$ cat src/hdl/amd_params.svh
// Constants for the addressing-mode decoder.
`ifndef AMD_PARAMS_SVH
`define AMD_PARAMS_SVH
`define AMD_PTR_A_ADDR 8'h80
`define AMD_PTR_B_ADDR 8'h81
`define AMD_SCR_A_ADDR 8'h82
`define AMD_SCR_B_ADDR 8'h83
`define AMD_STACK_DEPTH 6
`define AMD_PC_RESET 12'h000
`define AMD_RET_OPCODE 8'hcd
`define AMD_LEN_ONE 2'h1
`define AMD_LEN_TWO 2'h2
`define AMD_LEN_THREE 2'h3
`endif

$ cat src/hdl/amd_pkg.sv
// Types shared by the addressing-mode decoder files.
package amd_pkg;
    typedef enum logic [8:0] {
        MODE_IMM = 9'h001,
        MODE_DIR = 9'h002,
        MODE_SDIR = 9'h004,
        MODE_EXT = 9'h008,
        MODE_REL = 9'h010,
        MODE_BDIR = 9'h020,
        MODE_BTB = 9'h040,
        MODE_IND = 9'h080,
        MODE_INH = 9'h100
    } mode_e;
    typedef enum logic [6:0] {
        ST_FETCH = 7'h01,
        ST_OPC = 7'h02,
        ST_B2 = 7'h04,
        ST_B3 = 7'h08,
        ST_BTST = 7'h10,
        ST_BMOD = 7'h20,
        ST_DONE = 7'h40
    } state_e;
    typedef logic [11:0] pc_t;
endpackage

$ cat src/hdl/addressing_mode_decoder.sv
// Operand-address and instruction-length decoder of the 8-bit core.
`timescale 1ns/1ns
`include "amd_params.svh"
module addressing_mode_decoder (
    // Clock and reset
    input wire logic clk,
    input wire logic rst_n,
    // Program memory, read data valid in the same cycle as progRd
    output amd_pkg::pc_t progAddr,
    output logic progRd,
    input wire logic [7:0] progData,
    // Data space, read data valid in the same cycle as dataRd
    output logic [7:0] dataAddr,
    output logic dataRd,
    output logic dataWr,
    output logic [7:0] dataWrData,
    input wire logic [7:0] dataRdData,
    // Core side
    input wire logic condTrue,
    input wire logic coreWr,
    input wire logic [7:0] coreAddr,
    input wire logic [7:0] coreData,
    input wire logic irqReq,
    input wire amd_pkg::pc_t irqVector,
    // Decode results
    output logic [7:0] opcode,
    output amd_pkg::mode_e mode,
    output logic [1:0] instrLen,
    output logic [7:0] operand,
    output amd_pkg::pc_t pc,
    output logic carry,
    output logic instrDone,
    output logic stackOverflow
);
    import amd_pkg::*;

    typedef struct packed {
        state_e st;
        pc_t pc;
        pc_t nextPc;
        pc_t progAddr;
        logic progRd;
        logic [7:0] dataAddr;
        logic dataRd;
        logic dataWr;
        logic [7:0] dataWrData;
        logic [7:0] opcode;
        mode_e mode;
        logic [1:0] len;
        logic [7:0] addrByte;
        logic [7:0] operand;
        logic carry;
        logic done;
        logic isRet;
        logic push;
        pc_t pushData;
        logic pop;
        logic irqPend;
        logic over;
    } dec_s;

    dec_s s_q;
    dec_s s_d;
    logic [7:0] pointerA;
    logic [7:0] pointerB;
    pc_t popData;
    logic stkOver;
    logic snoopWr;
    logic [7:0] snoopAddr;
    logic [7:0] snoopData;

    // The block's own bit writes reach the pointers, and the core's writes do in any cycle in which the block is not writing.
    assign snoopWr = s_q.dataWr | coreWr;
    assign snoopAddr = s_q.dataWr ? s_q.dataAddr : coreAddr;
    assign snoopData = s_q.dataWr ? s_q.dataWrData : coreData;

    short_regs uRegs (
        .clk(clk),
        .rst_n(rst_n),
        .wrEn(snoopWr),
        .wrAddr(snoopAddr),
        .wrData(snoopData),
        .pointerA(pointerA),
        .pointerB(pointerB)
    );

    return_stack uStack (
        .clk(clk),
        .rst_n(rst_n),
        .push(s_q.push),
        .pop(s_q.pop),
        .pushData(s_q.pushData),
        .popData(popData),
        .overflow(stkOver)
    );

    // Opcode map: low nibble even is relative, 1 call, 9 long_jump_op, 3 bit test,
    // B bit direct, 5 short direct, 7 indirect or immediate, F direct, D inherent.
    function automatic mode_e decodeMode(input logic [7:0] op);
        mode_e m;
        m = MODE_INH;
        if (!op[0]) begin
            m = MODE_REL;
        end else begin
            unique case (op[3:1])
                3'h0, 3'h4: m = MODE_EXT;
                3'h1: m = MODE_BTB;
                3'h5: m = MODE_BDIR;
                3'h2: m = MODE_SDIR;
                3'h3: m = op[5] ? MODE_IMM : MODE_IND;
                3'h7: m = MODE_DIR;
                3'h6: m = MODE_INH;
            endcase
        end
        return m;
    endfunction

    always_comb begin
        logic [7:0] op;
        mode_e m;
        pc_t tgt;
        logic [7:0] bitMask;
        logic bitVal;
        op = 8'h00;
        m = MODE_INH;
        tgt = 12'h000;
        bitMask = 8'h00;
        bitVal = 1'b0;
        s_d = s_q;
        s_d.progRd = 1'b0;
        s_d.dataRd = 1'b0;
        s_d.dataWr = 1'b0;
        s_d.done = 1'b0;
        s_d.push = 1'b0;
        s_d.pop = 1'b0;
        s_d.over = stkOver;
        if (irqReq) begin
            s_d.irqPend = 1'b1;
        end
        bitMask = 8'h01 << s_q.opcode[7:5];
        unique case (s_q.st)
            ST_FETCH: begin
                if (s_q.irqPend || irqReq) begin
                    // Interrupt entry stacks the address of the instruction not yet run.
                    s_d.irqPend = 1'b0;
                    s_d.push = 1'b1;
                    s_d.pushData = s_q.pc;
                    s_d.pc = irqVector;
                end else begin
                    s_d.progRd = 1'b1;
                    s_d.progAddr = s_q.pc;
                    s_d.st = ST_OPC;
                end
            end
            ST_OPC: begin
                op = progData;
                m = decodeMode(op);
                s_d.opcode = op;
                s_d.mode = m;
                s_d.isRet = 1'b0;
                s_d.nextPc = s_q.pc + 12'h001;
                s_d.st = ST_DONE;
                unique case (m)
                    MODE_REL: begin
                        s_d.len = `AMD_LEN_ONE;
                        // Forward spans count from the next byte, and the offset nibble is even, so -14..+15 is reached.
                        if (op[4]) begin
                            tgt = s_q.pc - {8'h00, op[3:0]};
                        end else begin
                            tgt = s_q.pc + 12'h001 + {8'h00, op[3:0]};
                        end
                        if (condTrue) begin
                            s_d.nextPc = tgt;
                        end
                    end
                    MODE_SDIR: begin
                        s_d.len = `AMD_LEN_ONE;
                        s_d.dataAddr = `AMD_PTR_A_ADDR | {6'h00, op[7:6]};
                        s_d.dataRd = 1'b1;
                    end
                    MODE_IND: begin
                        s_d.len = `AMD_LEN_ONE;
                        s_d.dataAddr = op[4] ? pointerB : pointerA;
                        s_d.dataRd = 1'b1;
                    end
                    MODE_INH: begin
                        s_d.len = `AMD_LEN_ONE;
                        if (op == `AMD_RET_OPCODE) begin
                            s_d.isRet = 1'b1;
                            s_d.pop = 1'b1;
                        end
                    end
                    default: begin
                        s_d.progRd = 1'b1;
                        s_d.progAddr = s_q.pc + 12'h001;
                        s_d.len = (m == MODE_BTB) ? `AMD_LEN_THREE : `AMD_LEN_TWO;
                        s_d.nextPc = s_q.pc + ((m == MODE_BTB) ? 12'h003 : 12'h002);
                        s_d.st = ST_B2;
                    end
                endcase
            end
            ST_B2: begin
                s_d.addrByte = progData;
                s_d.st = ST_DONE;
                unique case (s_q.mode)
                    MODE_IMM: begin
                        s_d.operand = progData;
                    end
                    MODE_DIR: begin
                        s_d.dataAddr = progData;
                        s_d.dataRd = 1'b1;
                    end
                    MODE_EXT: begin
                        tgt = {s_q.opcode[3:0], progData};
                        s_d.nextPc = tgt;
                        if (!s_q.opcode[3]) begin
                            s_d.push = 1'b1;
                            s_d.pushData = s_q.pc + 12'h002;
                        end
                    end
                    MODE_BDIR: begin
                        s_d.dataAddr = progData;
                        s_d.dataRd = 1'b1;
                        s_d.st = ST_BMOD;
                    end
                    default: begin
                        s_d.progRd = 1'b1;
                        s_d.progAddr = s_q.pc + 12'h002;
                        s_d.st = ST_B3;
                    end
                endcase
            end
            ST_B3: begin
                s_d.operand = progData;
                s_d.dataAddr = s_q.addrByte;
                s_d.dataRd = 1'b1;
                s_d.st = ST_BTST;
            end
            ST_BTST: begin
                bitVal = |(dataRdData & bitMask);
                s_d.carry = bitVal;
                // Opcode bit 4 set branches on a set bit, clear on a cleared bit.
                if (bitVal == s_q.opcode[4]) begin
                    tgt = s_q.pc + 12'h001 + {{4{s_q.operand[7]}}, s_q.operand};
                    s_d.nextPc = tgt;
                end
                s_d.st = ST_DONE;
            end
            ST_BMOD: begin
                s_d.carry = |(dataRdData & bitMask);
                s_d.dataAddr = s_q.addrByte;
                s_d.dataWr = 1'b1;
                // Opcode bit 4 clear is bit_clear_op, set is the bit set.
                if (s_q.opcode[4]) begin
                    s_d.dataWrData = dataRdData | bitMask;
                end else begin
                    s_d.dataWrData = dataRdData & ~bitMask;
                end
                s_d.st = ST_DONE;
            end
            ST_DONE: begin
                if (s_q.mode == MODE_DIR || s_q.mode == MODE_SDIR || s_q.mode == MODE_IND) begin
                    s_d.operand = dataRdData;
                end
                s_d.pc = s_q.isRet ? popData : s_q.nextPc;
                s_d.isRet = 1'b0;
                s_d.done = 1'b1;
                s_d.st = ST_FETCH;
            end
        endcase
    end

    always_ff @(posedge clk) begin
        if (!rst_n) begin
            s_q <= '{st: ST_FETCH, pc: `AMD_PC_RESET, nextPc: `AMD_PC_RESET,
                     progAddr: 12'h000, dataAddr: 8'h00, dataWrData: 8'h00,
                     opcode: 8'h00, mode: MODE_INH, len: `AMD_LEN_ONE,
                     addrByte: 8'h00, operand: 8'h00, pushData: 12'h000,
                     default: 1'b0};
        end else begin
            s_q <= s_d;
        end
    end

    assign progAddr = s_q.progAddr;
    assign progRd = s_q.progRd;
    assign dataAddr = s_q.dataAddr;
    assign dataRd = s_q.dataRd;
    assign dataWr = s_q.dataWr;
    assign dataWrData = s_q.dataWrData;
    assign opcode = s_q.opcode;
    assign mode = s_q.mode;
    assign instrLen = s_q.len;
    assign operand = s_q.operand;
    assign pc = s_q.pc;
    assign carry = s_q.carry;
    assign instrDone = s_q.done;
    assign stackOverflow = s_q.over;
endmodule // addressing_mode_decoder

$ cat src/hdl/return_stack.sv
// Six-cell, 12-bit return-address stack with registered read data.
`timescale 1ns/1ns
`include "amd_params.svh"
module return_stack (
    // Clock and reset
    input wire logic clk,
    input wire logic rst_n,
    // Stack operations
    input wire logic push,
    input wire logic pop,
    input wire amd_pkg::pc_t pushData,
    output amd_pkg::pc_t popData,
    output logic overflow
);
    import amd_pkg::*;
    pc_t cells_q [`AMD_STACK_DEPTH];
    logic [2:0] depth_q;
    pc_t popData_q;
    logic over_q;
    assign popData = popData_q;
    assign overflow = over_q;
    // A push into a full stack drops the oldest entry, as a small hardware stack would.
    // The read register always holds the top cell. A pop can then use it in the cycle
    // in which the pop is strobed, without waiting a cycle for the read data.
    always_ff @(posedge clk) begin
        if (!rst_n) begin
            depth_q <= 3'h0;
            popData_q <= 12'h000;
            over_q <= 1'b0;
        end else if (push) begin
            for (int i = `AMD_STACK_DEPTH - 1; i > 0; i--) begin
                cells_q[i] <= cells_q[i-1];
            end
            cells_q[0] <= pushData;
            popData_q <= pushData;
            if (depth_q == 3'(`AMD_STACK_DEPTH)) begin
                over_q <= 1'b1;
            end else begin
                depth_q <= depth_q + 3'h1;
            end
        end else if (pop) begin
            popData_q <= cells_q[1];
            for (int i = 0; i < `AMD_STACK_DEPTH - 1; i++) begin
                cells_q[i] <= cells_q[i+1];
            end
            if (depth_q != 3'h0) begin
                depth_q <= depth_q - 3'h1;
            end
        end
    end
endmodule // return_stack

$ cat src/hdl/short_regs.sv
// The four short-direct registers: two pointers and two scratch bytes.
`timescale 1ns/1ns
`include "amd_params.svh"
module short_regs (
    // Clock and reset
    input wire logic clk,
    input wire logic rst_n,
    // Data-space write snoop
    input wire logic wrEn,
    input wire logic [7:0] wrAddr,
    input wire logic [7:0] wrData,
    // Pointer contents
    output logic [7:0] pointerA,
    output logic [7:0] pointerB
);
    logic [7:0] regs_q [4];
    assign pointerA = regs_q[0];
    assign pointerB = regs_q[1];
    genvar g;
    for (g = 0; g < 4; g++) begin : gReg
        always_ff @(posedge clk) begin
            if (!rst_n) begin
                regs_q[g] <= 8'h00;
            end else if (wrEn && wrAddr == `AMD_PTR_A_ADDR + 8'(g)) begin
                regs_q[g] <= wrData;
            end
        end
    end
endmodule // short_regs

$ cat config.mk
export PLATFORM = sky130hd
export DESIGN_NAME = addressing_mode_decoder
export DESIGN_NICKNAME = d
export VERILOG_FILES = /design/src/hdl/amd_pkg.sv /design/src/hdl/addressing_mode_decoder.sv /design/src/hdl/return_stack.sv /design/src/hdl/short_regs.sv
export VERILOG_INCLUDE_DIRS = /design/src /design/src/hdl
export SDC_FILE = /design/constraint.sdc
export NUM_CORES = 1
export LEC_CHECK = 0
export BUFFER_PORTS_ARGS = -buffer_cell sky130_fd_sc_hd__buf_2
export CAP_MARGIN = 40
export CORE_UTILIZATION = 30
export CTS_BUF_LIST = sky130_fd_sc_hd__clkbuf_16
export CTS_CLUSTER_DIAMETER = 120
export CTS_CLUSTER_SIZE = 16
export DETAILED_ROUTE_END_ITERATION = 6
export GPL_ROUTABILITY_DRIVEN = 0
export PLACE_DENSITY = 0.47
export SLEW_MARGIN = 5
export SYNTH_ARGS = -nofsm -noshare
export SYNTH_HDL_FRONTEND = slang
export SYNTH_SLANG_ARGS = --single-unit
$ cat constraint.sdc
create_clock -name clk -period 4.8 [get_ports clk]
set_input_delay 0.24 -clock clk [delete_from_list [all_inputs] [get_ports clk]]
set_output_delay 0.24 -clock clk [all_outputs]
set_load 0.005 [all_outputs]
==> impl_metrics.env <==
export IMPL_status="finished with violations"
export IMPL_violations="DRC"
export IMPL_leakage_nw=5.007
export IMPL_p_seq_share_pct=51.2
export IMPL_cp_arrival_ns=4.26
export IMPL_cts_htree_levels=1
export IMPL_worstSetupPathType="reg -> reg"
export IMPL_worstMarginPinSlew_ns=0.9313
export IMPL_synth_seq_cells=220
export IMPL_final_area_um2=13490
export IMPL_worstPathRequired_ns=5.13
export IMPL_clock_sinks=220
export IMPL_grt_util_all_layers_pct=18.76
export IMPL_endpoint_kind="register"
export IMPL_rsz0062_at_grt="false"
export IMPL_num_rows=74
export IMPL_fp_dieH_um=205.2
export IMPL_slowest_delay_ns=0.66
export IMPL_critPathSlowestCell="xnor2_1"
export IMPL_cts_buffers_inserted=17
export IMPL_cap_viol_max_count=0
export IMPL_intPower_mw=2.931
export IMPL_fin_crit_sh_pct=81.81
export IMPL_max_freq_ghz=0.2546
export IMPL_synth_cell_types=66
export IMPL_drv_slew=0
export IMPL_fill_cells=4274
export IMPL_hold_path_class="in -> reg"
export IMPL_syn_to_final_growth_pct=8.952
export IMPL_placed_area_um2=13000
export IMPL_wl_um=39660
export IMPL_grt_pass1_wl_um=60730
export IMPL_ys_seq_area_share_pct=42.68
export IMPL_sw_frac_of_total_pct=28.22
export IMPL_dieWidth_um=205.2
export IMPL_drive_above_1_share_pct=18.28
export IMPL_cp_start_kind="register"
export IMPL_pwr_share_clk_pct=33.8
export IMPL_vias_per_cell=5.401
export IMPL_wl_per_cell_um=20.94
export IMPL_tns_ns=0
export IMPL_drcViolationCount=2
export IMPL_numPortBuffers=121
export IMPL_dp_cells=1867
export IMPL_power_total_mw=4.083
export IMPL_core_area_um2=40740
export IMPL_synth_nets=1428
export IMPL_final_cell_mix="nand2_1 (137), nor2_1 (133), dfxtp_1 (132)"
export IMPL_avgSynthCellArea_um2=9.166
export IMPL_final_common_cell="nand2_1"
export IMPL_fin_cells=1894
export IMPL_clock_latency_ns=0.50
export IMPL_vdd_ir_drop_max_uv=174.9
export IMPL_io_pins=122
export IMPL_path_cells="ha_1 -> nand3_1 -> xnor2_1 -> ha_1 -> nor4_1 -> a21oi_1 -> a41oi_1 -> xnor2_1 -> a221oi_1 -> a41oi_1"
export IMPL_dr_first_iter_drc_count=1078
export IMPL_cts_tree="done"
export IMPL_p_switching_mw=1.152
export IMPL_cts_root_buf="clkbuf_16"
export IMPL_syn_area_um2=12380
export IMPL_n_antenna_cell=0
export IMPL_period_minus_slack_ns=3.927
export IMPL_first_global_vias=9689
export IMPL_first_pass_iters=7
export IMPL_grt_max_degree=59
export IMPL_setup_viol=0
export IMPL_cp_top_family="compound AO/OA/AOI/OAI gates"
export IMPL_combPwrFrac_pct=14.9
export IMPL_hold_buffers=0
export IMPL_nets=1431
export IMPL_hpwl_um=28730
export IMPL_p_per_area_nw_per_um2=302.6
export IMPL_clockBufferDepth=3
export IMPL_grt_antenna_before_repair=0
export IMPL_via_count=10230
export IMPL_synth_edff_count=88
export IMPL_die_area_um2=42090
export IMPL_slew_headroom_pct=37.83
export IMPL_clock_skew_ns=0.02505
export IMPL_ant_nets=0
export IMPL_grt_ovfl_total=0
export IMPL_cts_clk_slew_worst_paths_ns=0.08
export IMPL_yosys_warnings=0
export IMPL_synth_ff_type="dfxtp_1"
export IMPL_worst_path_buf_inv=0
export IMPL_crit_fanout=13
export IMPL_hold_violations=0
export IMPL_post_cts_setup_buffer_count=0
export IMPL_start_util_pct=30.40
export IMPL_async_reset_ff_share_pct=0
export IMPL_synth_cells=1351
export IMPL_cts_resized=0
## cell families (layout without fill, tap and decap cells)
logic type,after synthesis,count (layout),share of synthesized area [%]
muxes,116,116,10.26
DFF,220,220,42.68
adders and majority gates,28,28,3.072
xor gates and xnor gates,39,39,2.758
AOI/OAI and AO/OA,331,331,17.07
and+or+nand+nor,434,434,16.42
buffers and inverters,183,194,7.750
## final timing paths
check / start / to / slack, ns / depth (start not counted)
worst min-delay path: progData[7] / opcode[7] / 0.05 / 3
worst min register to register: progAddr[10] / progAddr[10] / 0.46 / 2
worst max register to register: pc[1] / s_q[94] / 0.87 / 10
worst max-delay path: pc[1] / s_q[94] / 0.87 / 10
## worst reg2reg max path, stage by stage, from the launching register on
cell and delay (ns):
dfxtp_1 0.62, ha_1 0.39, nand3_1 0.42, xnor2_1 0.66, ha_1 0.38, nor4_1 0.26, a21oi_1 0.09, a41oi_1 0.31
xnor2_1 0.12, a221oi_1 0.35, a41oi_1 0.15
## state kept, by name, indices dropped and copies added, names as in the netlist, 8 cells and up
register	cells
dataAddr	8
dataWrData	8
mode	9
opcode	8
operand	8
pc	12
progAddr	12
s_q	43
uRegs.regs_q	16
uStack.cells_q	72
uStack.popData	12
## power by group through the flow
stage / registers (mW) / logic [mW] / clock network (mW)
after detailed placement: 2.13 / 0.606 / 0
after floorplan: 2.08 / 0.455 / 0
after global routing: 2.10 / 0.668 / 1.50
final: 2.09 / 0.610 / 1.38
after CTS: 2.09 / 0.609 / 1.44
after global placement: 2.13 / 0.601 / 0
## area by class of cell
cell class | count | area [um2] | area share (%)
Multi-Input combinational cell | 948 | 6158 | 45.65
Sequential cell | 220 | 5285 | 39.17
Timing Repair Buffer | 147 | 815.8 | 6.047
Tap cell | 532 | 665.6 | 4.934
Clock buffer | 17 | 425.4 | 3.153
Inverter | 20 | 77.57 | 0.5750
Clock inverter | 10 | 63.81 | 0.4730
## Yosys cell counts, drive strengths merged, types with 10 or more instances
| cell type | number | area [um2] |
|---|---|---|
| a222oi | 10 | 100.1 |
| xnor2 | 20 | 175.2 |
| nor3 | 31 | 160.1 |
| nor2b | 20 | 125.1 |
| inv | 20 | 75.07 |
| buf | 84 | 588.1 |
| nor2 | 136 | 513.0 |
| nand2 | 137 | 514.2 |
| o21ai | 57 | 285.3 |
| dfxtp | 132 | 2643 |
| a31oi | 13 | 81.33 |
| a211oi | 46 | 345.3 |
| or3 | 11 | 68.82 |
| o211ai | 10 | 75.07 |
| mux2i | 47 | 470.5 |
| mux2 | 67 | 754.5 |
| xor2 | 19 | 166.4 |
| clkbuf | 79 | 296.5 |
| edfxtp | 88 | 2643 |
| nand3 | 29 | 145.1 |
| a21oi | 116 | 580.6 |
| nor4 | 10 | 68.81 |
| ha | 24 | 300.3 |
## per-stage QoR
stage	setup slack, ns	utilization (%)	hold slack [ns]
floorplan	0.8266	-	0.3760
detailed placement	0.9969	31.92	0.4362
global placement	1.211	31.79	0.4251
global route	0.6405	33.12	0.04064
CTS	0.9451	33.12	0.02698
finish	0.8730	33.12	0.04767
## metal layers
layer	share of wire, %	vias up	GRT usage (%)
li1	-	4865	-
met1	48	4974	27.14
met3	5.8	37	2.402
met5	0	-	0
met4	1.3	0	2.963
met2	45	354	30.08
Power figures use the tool's default switching activity.
